<file path="src/hw/ebp_pkg.sv">
package ebp_pkg;
  // Timing
  localparam int TOSC_NS = 10;
  localparam int INSTR_NS = 40;
  localparam int INSTR_CYC = (INSTR_NS + TOSC_NS - 1) / TOSC_NS;
  // Register byte offsets
  localparam logic [7:0] ADDR_FLAGS = 8'h00;
  localparam logic [7:0] ADDR_ENABLES = 8'h04;
  localparam logic [7:0] ADDR_DUTY_LOW = 8'h08;
  localparam logic [7:0] ADDR_SHADOW = 8'h0c;
  localparam logic [7:0] ADDR_CONTROL = 8'h10;
  localparam logic [7:0] ADDR_DEADBAND = 8'h14;
  localparam logic [7:0] ADDR_PERIOD = 8'h18;
  localparam logic [7:0] ADDR_TBCOUNT = 8'h1c;
  localparam logic [7:0] ADDR_TBCTL = 8'h20;
  // Reset values
  localparam logic [7:0] FLAGS_RST = 8'h00;
  localparam logic [7:0] ENABLES_RST = 8'h00;
  localparam logic [7:0] DUTY_RST = 8'h00;
  localparam logic [7:0] CONTROL_RST = 8'h00;
  localparam logic [7:0] DEADBAND_RST = 8'h00;
  localparam logic [7:0] PERIOD_RST = 8'hff;
  localparam logic [7:0] TBCOUNT_RST = 8'h00;
  localparam logic [6:0] TBCTL_RST = 7'h00;
  // Field positions
  localparam int FLAG_TB = 1;
  localparam int CTL_POL_BD = 0;
  localparam int CTL_POL_AC = 1;
  localparam int CTL_MODE_LSB = 2;
  localparam int CTL_DLSB_LSB = 4;
  localparam int CTL_CFG_LSB = 6;
  localparam int TB_PS_LSB = 0;
  localparam int TB_ON = 2;
  localparam int TB_POST_LSB = 3;
  localparam logic [1:0] MODE_PWM = 2'h3;
  // Prescaler terminal counts per select 00, 01, 1x
  localparam logic [5:0] PRE_LAST_1 = 6'h03;
  localparam logic [5:0] PRE_LAST_4 = 6'h0f;
  localparam logic [5:0] PRE_LAST_16 = 6'h3f;

  typedef enum logic [1:0] {
    CFG_SINGLE = 2'h0,
    CFG_FB_FWD = 2'h1,
    CFG_HALF = 2'h2,
    CFG_FB_REV = 2'h3
  } ebp_cfg_e;

  typedef enum logic [1:0] {
    AS_IDLE = 2'h0,
    AS_WAIT = 2'h1,
    AS_DONE = 2'h3
  } ebp_ahb_e;
endpackage

</file>
<file path="src/hw/ebp_reg_if.sv">
`timescale 1ns/10ps
interface ebp_reg_if;
  logic wr_en;
  logic [7:0] wr_addr;
  logic [7:0] wr_data;
  logic [7:0] rd_addr;
  logic [7:0] rd_data;
  modport bus (output wr_en, output wr_addr, output wr_data, output rd_addr, input rd_data);
  modport core (input wr_en, input wr_addr, input wr_data, input rd_addr, output rd_data);
endinterface

</file>
<file path="src/hw/ebp_ahb_slave.sv">
`timescale 1ns/10ps
module ebp_ahb_slave (
  // Clock and reset
  input wire logic hclk,
  input wire logic hresetn,
  // AHB-Lite slave
  input wire logic hsel,
  input wire logic [31:0] haddr,
  input wire logic [1:0] htrans,
  input wire logic hwrite,
  input wire logic [2:0] hsize,
  input wire logic [31:0] hwdata,
  input wire logic hready,
  output logic hreadyout,
  output logic hresp,
  output logic [31:0] hrdata,
  // Register side
  ebp_reg_if.bus rif
);
  typedef struct packed {
    ebp_pkg::ebp_ahb_e st;
    logic wr;
    logic [7:0] addr;
    logic [31:0] rdata;
  } ebp_ahb_s;

  ebp_ahb_s s;
  ebp_ahb_s next_s;
  logic take;

  assign take = hsel && htrans[1] && hready;
  // Reads stall one cycle so a write just ahead is already visible
  assign hreadyout = (s.st != ebp_pkg::AS_WAIT);
  assign hresp = 1'b0;
  assign hrdata = s.rdata;
  assign rif.rd_addr = s.addr;
  assign rif.wr_en = (s.st == ebp_pkg::AS_DONE) && s.wr && (hsize == hsize);
  assign rif.wr_addr = s.addr;
  assign rif.wr_data = hwdata[7:0];

  always_comb
  begin
    next_s = s;
    case (s.st)
      ebp_pkg::AS_WAIT:
      begin
        next_s.rdata = {24'h000000, rif.rd_data};
        next_s.st = ebp_pkg::AS_DONE;
        next_s.wr = 1'b0;
      end
      ebp_pkg::AS_IDLE, ebp_pkg::AS_DONE:
      begin
        next_s.wr = 1'b0;
        next_s.st = ebp_pkg::AS_IDLE;
        if (take)
        begin
          next_s.addr = {haddr[7:2], 2'h0};
          next_s.wr = hwrite;
          next_s.st = hwrite ? ebp_pkg::AS_DONE : ebp_pkg::AS_WAIT;
        end
      end
      default: next_s.st = ebp_pkg::AS_IDLE;
    endcase
  end

  always_ff @(posedge hclk or negedge hresetn)
  begin
    if (!hresetn)
      s <= '{st: ebp_pkg::AS_IDLE, wr: 1'b0, addr: 8'h00, rdata: 32'h00000000};
    else
      s <= next_s;
  end
endmodule

</file>
<file path="src/hw/ebp_deadband.sv">
`timescale 1ns/10ps
module ebp_deadband (
  // Clock and reset
  input wire logic hclk,
  input wire logic hresetn,
  // Control
  input wire logic tick,
  input wire logic [7:0] delay,
  // Levels, 1 means active
  input wire logic raw,
  output logic act
);
  typedef struct packed {
    logic [7:0] cnt;
    logic act;
  } ebp_db_s;

  ebp_db_s s;
  ebp_db_s next_s;

  assign act = s.act;

  always_comb
  begin
    next_s = s;
    if (!raw)
    begin
      // Turn-off is never delayed
      next_s.act = 1'b0;
      next_s.cnt = 8'h00;
    end
    else if (!s.act)
    begin
      if (s.cnt >= delay)
        next_s.act = 1'b1;
      else if (tick)
        next_s.cnt = s.cnt + 8'h01;
    end
  end

  always_ff @(posedge hclk or negedge hresetn)
  begin
    if (!hresetn)
      s <= '{cnt: 8'h00, act: 1'b0};
    else
      s <= next_s;
  end
endmodule

</file>
<file path="src/hw/ebp_top.sv">
// Overview of operation
// - Period is (period limit plus one) times four clocks times prescale.
// - After count meets limit: clear count, set output unless zero duty, load shadow.
// - Postscaler only paces the period flag, never the PWM frequency.
// - Duty is 10 bits: duty low register high bits, control bits 5:4 low.
// - High time is duty times one clock times prescale.
// - Duty writes anytime; they take effect only at period end.
// - In PWM mode the shadow register is read-only.
// - Duty double-buffered in shadow plus hidden 2-bit latch, glitch free.
// - Output clears when shadow and latch match count plus two phase bits.
// - Duty beyond period never clears output; full duty results.
// - Output configuration field selects single, half, forward or reverse bridge.
// - Single mode drives output A only; outside party enables the pin driver.
// - Half-bridge drives PWM on A and its complement on B.
// - Half-bridge delays only inactive-to-active edges by the deadband count.
// - Low two mode bits choose active high or low: bit 1 for A and C, bit 0 for B and D.
// - Forward: A steady, D modulated; reverse: C steady, B modulated.
// - Full bridge uses four outputs, only two ever active.
// - Deadband count is in instruction cycles of four clocks.
// - Direction change adopted next period; steady outputs switch early, modulated go inactive.
// - Full bridge applies no deadband.
//
// The register addresses and register access over AHB-Lite are this design's own decisions.
`timescale 1ns/10ps
module ebp_top (
  // Clock and reset
  input wire logic hclk,
  input wire logic hresetn,
  // AHB-Lite slave
  input wire logic hsel,
  input wire logic [31:0] haddr,
  input wire logic [1:0] htrans,
  input wire logic hwrite,
  input wire logic [2:0] hsize,
  input wire logic [31:0] hwdata,
  input wire logic hready,
  output logic hreadyout,
  output logic hresp,
  output logic [31:0] hrdata,
  // Bridge outputs
  output logic out_a,
  output logic out_b,
  output logic out_c,
  output logic out_d
);
  typedef struct packed {
    logic tb_flag;
    logic [7:0] enables;
    logic [7:0] duty_low;
    logic [7:0] shadow;
    logic [1:0] latch2;
    logic [7:0] ctrl;
    logic [7:0] dband;
    logic [7:0] period;
    logic [7:0] tmr;
    logic [6:0] tbctl;
    logic [5:0] pre;
    logic [3:0] post;
    logic [1:0] icyc;
    logic pwm;
    logic dir;
    logic [3:0] pins;
  } ebp_top_s;

  ebp_top_s s;
  ebp_top_s next_s;
  ebp_reg_if rif ();

  logic run;
  logic pwm_on;
  logic [1:0] ps;
  logic [5:0] pre_last;
  logic tick_last;
  logic [1:0] phase;
  logic fine_zero;
  logic period_end;
  logic match;
  logic pwm_live;
  logic early;
  logic icyc_tick;
  ebp_pkg::ebp_cfg_e cfg;
  logic [9:0] duty_buf;
  logic half;
  logic db_a;
  logic db_b;
  logic [3:0] act;
  logic [3:0] pol;
  logic wr_shadow;

  ebp_ahb_slave u_ahb (
    .hclk(hclk),
    .hresetn(hresetn),
    .hsel(hsel),
    .haddr(haddr),
    .htrans(htrans),
    .hwrite(hwrite),
    .hsize(hsize),
    .hwdata(hwdata),
    .hready(hready),
    .hreadyout(hreadyout),
    .hresp(hresp),
    .hrdata(hrdata),
    .rif(rif.bus)
  );

  assign run = s.tbctl[ebp_pkg::TB_ON];
  assign ps = s.tbctl[ebp_pkg::TB_PS_LSB +: 2];
  assign pwm_on = (s.ctrl[ebp_pkg::CTL_MODE_LSB +: 2] == ebp_pkg::MODE_PWM);
  assign cfg = ebp_pkg::ebp_cfg_e'(s.ctrl[ebp_pkg::CTL_CFG_LSB +: 2]);
  assign half = pwm_on && (cfg == ebp_pkg::CFG_HALF);
  assign duty_buf = {s.duty_low, s.ctrl[ebp_pkg::CTL_DLSB_LSB +: 2]};
  assign icyc_tick = (s.icyc == 2'(ebp_pkg::INSTR_CYC - 1));
  assign wr_shadow = rif.wr_en && (rif.wr_addr == ebp_pkg::ADDR_SHADOW);

  // Prescale 1, 4 or 16; the two bits above the fine part are the phase
  always_comb
  begin
    case (ps)
      2'h0:
      begin
        pre_last = ebp_pkg::PRE_LAST_1;
        phase = s.pre[1:0];
        fine_zero = 1'b1;
      end
      2'h1:
      begin
        pre_last = ebp_pkg::PRE_LAST_4;
        phase = s.pre[3:2];
        fine_zero = (s.pre[1:0] == 2'h0);
      end
      default:
      begin
        pre_last = ebp_pkg::PRE_LAST_16;
        phase = s.pre[5:4];
        fine_zero = (s.pre[3:0] == 4'h0);
      end
    endcase
  end

  assign tick_last = run && (s.pre == pre_last);
  assign period_end = tick_last && (s.tmr == s.period);
  // Unreachable duty never matches, so the output stays set
  assign match = run && pwm_on && fine_zero && ({s.tmr, phase} == {s.shadow, s.latch2});
  // Drop the match cycle itself, else high time runs one clock past duty
  assign pwm_live = s.pwm && !match;
  // Last phase quarter of a period is 1, 4 or 16 clocks early
  assign early = pwm_on && cfg[0] && run && (cfg[1] != s.dir) && (s.tmr == s.period)
    && (phase == 2'h3);

  ebp_deadband u_db_a (
    .hclk(hclk),
    .hresetn(hresetn),
    .tick(icyc_tick),
    .delay(s.dband),
    .raw(half && pwm_live),
    .act(db_a)
  );

  ebp_deadband u_db_b (
    .hclk(hclk),
    .hresetn(hresetn),
    .tick(icyc_tick),
    .delay(s.dband),
    .raw(half && !pwm_live),
    .act(db_b)
  );

  // Active levels, bit 0 is output A
  always_comb
  begin
    act = 4'h0;
    if (pwm_on)
    begin
      case (cfg)
        ebp_pkg::CFG_SINGLE: act = {3'h0, pwm_live};
        ebp_pkg::CFG_HALF: act = {2'h0, db_b, db_a};
        default:
        begin
          // No deadband on the bridge paths
          if (early ? cfg[1] : s.dir)
            act = {1'b0, 1'b1, pwm_live && !early, 1'b0};
          else
            act = {pwm_live && !early, 1'b0, 1'b0, 1'b1};
        end
      endcase
    end
  end

  assign pol = {s.ctrl[ebp_pkg::CTL_POL_BD], s.ctrl[ebp_pkg::CTL_POL_AC],
    s.ctrl[ebp_pkg::CTL_POL_BD], s.ctrl[ebp_pkg::CTL_POL_AC]};

  always_comb
  begin
    case (rif.rd_addr)
      ebp_pkg::ADDR_FLAGS: rif.rd_data = 8'(s.tb_flag) << ebp_pkg::FLAG_TB;
      ebp_pkg::ADDR_ENABLES: rif.rd_data = s.enables;
      ebp_pkg::ADDR_DUTY_LOW: rif.rd_data = s.duty_low;
      ebp_pkg::ADDR_SHADOW: rif.rd_data = s.shadow;
      ebp_pkg::ADDR_CONTROL: rif.rd_data = s.ctrl;
      ebp_pkg::ADDR_DEADBAND: rif.rd_data = s.dband;
      ebp_pkg::ADDR_PERIOD: rif.rd_data = s.period;
      ebp_pkg::ADDR_TBCOUNT: rif.rd_data = s.tmr;
      ebp_pkg::ADDR_TBCTL: rif.rd_data = {1'b0, s.tbctl};
      default: rif.rd_data = 8'h00;
    endcase
  end

  always_comb
  begin
    next_s = s;
    // Register writes
    if (rif.wr_en)
    begin
      case (rif.wr_addr)
        ebp_pkg::ADDR_FLAGS:
          if (!rif.wr_data[ebp_pkg::FLAG_TB])
            next_s.tb_flag = 1'b0;
        ebp_pkg::ADDR_ENABLES: next_s.enables = rif.wr_data;
        ebp_pkg::ADDR_DUTY_LOW: next_s.duty_low = rif.wr_data;
        ebp_pkg::ADDR_SHADOW:
          if (!pwm_on)
            next_s.shadow = rif.wr_data;
        ebp_pkg::ADDR_CONTROL: next_s.ctrl = rif.wr_data;
        ebp_pkg::ADDR_DEADBAND: next_s.dband = rif.wr_data;
        ebp_pkg::ADDR_PERIOD: next_s.period = rif.wr_data;
        ebp_pkg::ADDR_TBCOUNT: next_s.tmr = rif.wr_data;
        ebp_pkg::ADDR_TBCTL: next_s.tbctl = rif.wr_data[6:0];
        default: next_s.tbctl = s.tbctl;
      endcase
    end
    next_s.icyc = s.icyc + 2'h1;
    // Timebase
    if (run)
      next_s.pre = tick_last ? 6'h00 : s.pre + 6'h01;
    if (tick_last)
      next_s.tmr = period_end ? 8'h00 : s.tmr + 8'h01;
    // Output latch and double buffer
    if (period_end)
    begin
      next_s.shadow = s.duty_low;
      next_s.latch2 = s.ctrl[ebp_pkg::CTL_DLSB_LSB +: 2];
      next_s.pwm = pwm_on && (duty_buf != 10'h000);
      next_s.dir = cfg[1];
      // Postscaler paces only the flag
      if (s.post == s.tbctl[ebp_pkg::TB_POST_LSB +: 4])
      begin
        next_s.post = 4'h0;
        next_s.tb_flag = 1'b1;
      end
      else
        next_s.post = s.post + 4'h1;
    end
    else if (match || !pwm_on)
      next_s.pwm = 1'b0;
    if (!(pwm_on && cfg[0]))
      next_s.dir = cfg[1];
    next_s.pins = act ^ pol;
  end

  always_ff @(posedge hclk or negedge hresetn)
  begin
    if (!hresetn)
      s <= '{tb_flag: 1'b0, enables: ebp_pkg::ENABLES_RST, duty_low: ebp_pkg::DUTY_RST,
        shadow: ebp_pkg::DUTY_RST, latch2: 2'h0, ctrl: ebp_pkg::CONTROL_RST,
        dband: ebp_pkg::DEADBAND_RST, period: ebp_pkg::PERIOD_RST,
        tmr: ebp_pkg::TBCOUNT_RST, tbctl: ebp_pkg::TBCTL_RST, pre: 6'h00, post: 4'h0,
        icyc: 2'h0, pwm: 1'b0, dir: 1'b0, pins: 4'h0};
    else
      s <= next_s;
  end

  assign out_a = s.pins[0];
  assign out_b = s.pins[1];
  assign out_c = s.pins[2];
  assign out_d = s.pins[3];
endmodule

</file>
<file path="config.mk">
export PLATFORM = sky130hd
export DESIGN_NAME = ebp_top
export DESIGN_NICKNAME = d
export VERILOG_FILES = /design/src/hw/ebp_pkg.sv /design/src/hw/ebp_reg_if.sv /design/src/hw/ebp_ahb_slave.sv /design/src/hw/ebp_deadband.sv /design/src/hw/ebp_top.sv
export SDC_FILE = /design/constraint.sdc
export NUM_CORES = 1
export LEC_CHECK = 0
export BUFFER_PORTS_ARGS = -buffer_cell sky130_fd_sc_hd__buf_2
export CAP_MARGIN = 0
export CORE_MARGIN = 2
export CORE_UTILIZATION = 40
export DETAILED_ROUTE_END_ITERATION = 6
export PLACE_DENSITY = 0.71
export SETUP_SLACK_MARGIN = 0.3
export SLEW_MARGIN = 0
export SYNTH_ARGS = -nofsm -noshare
export SYNTH_HDL_FRONTEND = slang
export SYNTH_SLANG_ARGS = --single-unit
</file>
<file path="constraint.sdc">
create_clock -name hclk -period 4.2 [get_ports hclk]
set_clock_uncertainty 0.05 [all_clocks]
set_input_delay 0.84 -clock hclk [delete_from_list [all_inputs] [get_ports hclk]]
set_output_delay 0.84 -clock hclk [all_outputs]
set_load 0.05 [all_outputs]
</file>
==> Word level (Yosys, flattened, before mapping) <==
Index checks and enable logic that the tools add are counted.
Widths: inputs -> output; s select.
{ "word_totals": {"register_bits": 119, "inputBits": 74, "output_inout_bits": 38, "word_cells": 154} }
{ "op_classes": {"n_addsub": 6, "magnitude_cmp": 2, "eq_ne": 29, "mux": 43, "bitwise_logic": 1, "n_reduce_logical": 49} }
{ "ops": {"columns": ["operator", "n"], "rows": [
  ["$mux 8", 11],
  ["$pmux 8 s9", 1],
  ["$mux 9", 4],
  ["$mux 25", 1],
  ["$add 8x1->8 const B", 3],
  ["$eq 6x3->1 const B", 4],
  ["$logic_and 1x1->1", 19],
  ["$ge 8x8->1", 2],
  ["$reduce_and 2->1", 8],
  ["$mux 15", 1],
  ["$ne 2x2->1 const B", 7],
  ["$eq 6x2->1 const B", 2],
  ["$mux 4", 3],
  ["$pmux 6 s2", 1],
  ["$reduce_bool 2->1", 6],
  ["$mux 1", 11],
  ["$mux 11", 1],
  ["$eq 10x10->1", 1],
  ["$eq 2x2->1 const B", 5],
  ["$mux 10", 1],
  ["$reduce_bool 10->1", 1],
  ["$reduce_and 3->1", 3],
  ["$eq 8x8->1", 1],
  ["$logic_not 2->1", 4],
  ["22 further kinds", 29]
]} }

==> Longest topological paths before layout <==
{ "depth": {"depth_word": 12, "mapped_depth": 10, "depth_no_buf": 9} }

==> By module <==
A second synthesis with hierarchy kept.
{ "unflattened": {"hier_cells": 711, "hier_area_um2": 7216.9} }
{ "by_module_without_submodules": {"columns": ["module", "n_inst", "cells_each", "area_per_inst_um2", "seq_area_each_um2"], "rows": [
  ["ebp_top", 1, 458, 4695.8, 2112.0],
  ["ebp_deadband", 2, 75, 699.4, 225.2],
  ["ebp_ahb_slave", 1, 103, 1122.3, 425.4]
]} }

==> Worst setup path before layout <==
OpenSTA, ideal clock, no wires.
{ "synth_timing": {"kind": "register to register", "start": "register s[46] (netlist name)", "end": "register u_db_a.s[8] (netlist name)", "setup_time_ns": 0.084, "t_arrival_ns": 2.114, "required_ns": 4.066, "path_slack_ns": 1.952, "path_stages_with_launch": 10, "n_path_buf": 0, "period_less_slack_ns": 2.248, "cell_sequence": "dfrtp_1 > inv_1 > ha_1 > a21o_1 > a21o_1 > a211o_1 > inv_2 > o211ai_2 > or4_1 > a31oi_1"} }
{ "synth_between": {"elab_chain_cells": 3} }
{ "synth_lines": {"columns": ["item", "line_no", "source"], "rows": [
  ["start, declared", "ebp_top.sv:65", "ebp_top_s s;"],
  ["start signal, assigned", "ebp_top.sv:263", "s <= '{tb_flag: 1'b0, enables: ebp_pkg::ENABLES_RST, duty_low: ebp_pkg::DUTY_RST,"],
  ["start signal, assigned", "ebp_top.sv:269", "s <= next_s;"],
  ["$ge 8x8->1", "ebp_deadband.sv:34", "if (s.cnt >= delay)"],
  ["$ne 2x2->1 (no source line)", null, null],
  ["$reduce_and 3->1 (no source line)", null, null],
  ["end signal, assigned", "ebp_deadband.sv:44", "s <= '{cnt: 8'h00, act: 1'b0};"],
  ["end signal, assigned", "ebp_deadband.sv:46", "s <= next_s;"],
  ["end, declared", "ebp_deadband.sv:18", "ebp_db_s s;"]
]} }
Every way passes these cells.
A chain may end at the register's enable or synchronous reset.

==> Worst setup path in the final report <==
{ "layout_timing": {"start": "register s[46] (netlist name)", "end": "register u_db_b.s[3] (netlist name)"} }
{ "layout_between": {"elab_chain_cells": 3} }
{ "layout_lines": {"columns": ["item", "line_no"], "rows": [
  ["$ge 8x8->1", "ebp_deadband.sv:34"],
  ["$ne 2x2->1 (no source line)", null],
  ["$reduce_and 3->1 (no source line)", null],
  ["end signal, assigned", "ebp_deadband.sv:44"],
  ["end signal, assigned", "ebp_deadband.sv:46"],
  ["end, declared", "ebp_deadband.sv:18"]
]} }
Every way passes these cells.

==> Flow_metrics.wiki <==
{| class="wikitable"
! Metric !! Value
|-
| Hold violation total from the final report || 0
|-
| Number of cells upsized or downsized after cts || 0
|-
| Half-perimeter wire length after placement || 10800 um
|-
| Global-route track usage on met3 || 3.89%
|-
| Fraction of layout instances using a drive strength above 1 || 22.3%
|-
| Postcts setup bufs || 0
|-
| Part of the total power dissipated in sequential elements || 37.8%
|-
| Critical Path RT || 4.49 ns
|-
| Power Density || 518 nW/um^2
|-
| Hold bufs inserted after CTS || 0
|-
| Largest fanout on the critical path || 16
|-
| GRT busiest layer || met2
|-
| TritonCTS clock tree || yes
|-
| Wire length of the first global-routing pass || 25400 um
|-
| DIE WIDTH || 134 um
|-
| Worst vdd ir || 0.000335 V
|-
| Root Driver || clkbuf_16
|-
| Per-cell routed wire length || 17.3 um
|-
| Worst-margin pin slew || 0.928 ns
|-
| Max Freq || 359 MHz
|-
| Post-Synthesis Cell Area || 6770 sq um
|-
| Via count of the routed design || 4997
|-
| Number of port buffers || 32
|-
| Sequential fraction of the synthesis area || 44.1%
|-
| Switching share of total power || 31.4%
|-
| Overall fraction of global-route tracks in use || 18.2%
|-
| Antenna violations before repair || 0
|-
| Residual DRC || 0
|-
| Dominant cell type by area after synthesis || dfrtp_1
|-
| Post-synth EDFFs || 0
|-
| Flip-flop cell with the highest count after synthesis || dfrtp_1
|-
| Layout-stage area growth over the synthesis result || 12.7%
|-
| Die span in y || 134 um
|-
| Met2 routing resource usage after global routing || 28.4%
|-
| Crit. End Element || flip-flop
|-
| Final worst-path cycle share || 66.3%
|-
| Number of design-rule violations left by the first detailed-router iteration || 377
|-
| Library cells used by synthesis || 62
|-
| Final critical-path setup slack || 1.42 ns
|-
| Via count of the first global-routing pass || 4793
|-
| Post-DP Area || 6960 sq um
|-
| Source-to-sink clock delay at the later pin of the worst-skew pair || 0.43 ns
|-
| Internal power || 2.71 mW
|-
| Number of detailed-route iterations in the first pass || 5
|-
| Maximum number of buffers from clock root to sink || 2
|-
| Share of flip-flops with an asynchronous set or reset after synthesis || 100%
|-
| Core area || 16600 sq um
|-
| Syn Area/Cell || 10.4 sq um
|-
| Area contributors post-synth || dfrtp_1, mux2_2, ha_1
|-
| Max-slew headroom || 37.8%
|-
| Congestion Overflow GR || 0
|-
| Final cell area excluding filler cells || 7630 sq um
|-
| Arrival time of the worst setup path || 3.08 ns
|-
| CP startpoint kind || flip-flop
|-
| Effective utilization at floorplan || 40.8%
|-
| Placement-stage worst setup slack || 1.43 ns
|-
| Number of placement rows || 47
|-
| # nets final || 769
|-
| Clock-pin slew on the worst setup and hold paths || 0.06 ns
|-
| Number of standard cells after synthesis || 648
|-
| Proportion of power drawn by the clock network || 41.8%
|-
| Met1 GRT Util || 24.6%
|-
| Count of fill cells added during filler insertion || 1530
|-
| Die Outline Area || 18000 sq um
|-
| Number of setup violations in the final report || 0
|-
| Max-cap violations || 0
|-
| Yosys warns || 0
|-
| Count of boundary I/O pins || 112
|-
| Routed vias/inst || 5.54
|-
| Static Leakage || 3.37 nW
|-
| Final ANT Viol Nets || 0
|-
| Run status || finished clean
|-
| Register bit count reported by yosys || 119
|-
| Number of diodes added for antenna fixing || 0
|-
| Inserted Clock Buffers || 17
|-
| Largest net degree at the start of global routing || 69
|-
| Max-slew violation count || 0
|-
| Crit Path Category || flip-flop to flip-flop
|-
| Area share of the largest cell type after synthesis || 41.0%
|-
| Final period demand of the worst path || 2.78 ns
|-
| Sink Count || 119
|-
| Combinational power share || 20.4%
|-
| Net switching power of the design || 1.24 mW
|-
| CTS H-tree lvls || 4
|-
| Routability cong. || 0.916
|-
| Total negative setup slack || 0 ns
|-
| Post-Route WL || 15600 um
|-
| Setup repair after global routing missed its margin || no
|-
| Worst min path class || flip-flop to flip-flop
|}
[through the flow]
stage	cells	utilization [%]	hold slack, ns	power [mW]
2_1_floorplan	672	-	0.351	2.14
3_3_place_gp	870	42.0	0.365	2.30
3_5_place_dp	870	42.0	0.369	2.31
4_1_cts	902	46.0	0.376	3.96
5_1_grt	902	46.0	0.401	4.12
6_report	902	46.0	0.375	3.95
[power groups by stage]
stage	sequential, mW	clock (mW)	combinational [mW]
3_5_place_dp	1.51	0	0.802
5_1_grt	1.52	1.72	0.880
2_1_floorplan	1.38	0	0.753
6_report	1.50	1.65	0.807
3_3_place_gp	1.51	0	0.790
4_1_cts	1.49	1.66	0.810
[cells by family after synthesis]
kind of cell    synth area share [%]
compound gates                  11.8
xor+xnor                        4.66
fa+ha+maj                       4.80
buf+inv                         6.84
flops                           44.1
mux                             12.6
other cells                   0.0554
simple gates                    15.0
[cells in the final DEF (no fill, tap or decap), drive strengths merged, types with 5 or more instances in the layout]
cell,count
nand2b,5
and3,13
dfrtp,111
nand4,10
a31oi,8
o2bb2ai,7
ha,26
clkbuf,25
inv,22
a221oi,6
a221o,7
nor3b,8
mux4,6
dfstp,8
nand2,68
nor2,36
nor2b,5
mux2i,9
or3,6
xnor2,17
a21o,8
nor3,8
mux2,56
xor2,19
bufinv,5
nand3,14
a21oi,20
o21ai,37
conb,25
nand3b,7
buf,36
a22oi,10
[worst max-delay path, cell delays in order (launching register included)]
cell,delay (ns)
dfrtp_1,0.41
inv_1,0.09
ha_1,0.32
a21oi_1,0.14
nor2_1,0.05
a2111oi_1,0.41
o211ai_1,0.48
or3b_2,0.59
a31oi_1,0.16
[final timing paths]
check / start / to / slack (ns) / cells past startpoint
worst max-delay path: s[46] / u_db_b.s[3] / 1.42 / 8
worst min-delay path: s[6] / s[6] / 0.37 / 1
worst max register to register: s[46] / u_db_b.s[3] / 1.42 / 8
worst min register to register: s[6] / s[6] / 0.37 / 1
max in group asynchronous: hresetn / s[40] / 2.80 / 2
min in group asynchronous: hresetn / u_ahb.s[40] / 0.48 / 1
[cell usage after synthesis (4+ instances only)]
master       n
nand2b_1     5
nor3b_1      8
mux4_2       6
nand3_1     14
inv_1       21
clkbuf_1    10
mux2i_1      9
a221o_1      7
mux2_2      56
nor2_1      36
o21ai_0     33
nor3_1       4
a31oi_1      8
ha_1        26
o21ai_1      4
buf_2        9
o2bb2ai_1    7
dfstp_2      8
and3_1      13
nand2_1     67
a22oi_1     10
nand4_1     10
buf_4       34
xor2_1      19
nand3b_1     7
dfrtp_1    111
nor2b_1      5
nor3_2       4
xnor2_1     17
a21o_1       7
a21oi_1     19
or3_1        6
a221oi_1     6
[layout make-up]
type / instances / area (sq um) / area share, %
well taps: 220 / 275 / 3.61
flip-flops and latches: 119 / 2990 / 39.2
multi-input cells: 473 / 3410 / 44.7
inverters: 22 / 82.6 / 1.08
repair buffers: 36 / 205 / 2.69
clock inverters: 7 / 163 / 2.13
clock buffers: 25 / 505 / 6.63
[sequential cells by signal, summed over array words and instances, names as in the netlist]
register	count
cfg	2
duty_buf	10
out_a	1
out_b	1
out_c	1
out_d	1
pol	2
ps	2
run	1
s	63
u_ahb.hrdata	8
u_ahb.rif.rd_addr	6
u_ahb.s	3
u_db_a.act	1
u_db_a.s	8
u_db_b.act	1
u_db_b.s	8
[layer usage]
| layer | routed length, um | up-vias |
|---|---|---|
| met5 | 0 | - |
| met4 | 430 | 0 |
| met3 | 849 | 36 |
| met2 | 7200 | 174 |
| met1 | 7100 | 2469 |
| li1 | - | 2318 |
Power figures use the tool's default switching activity.
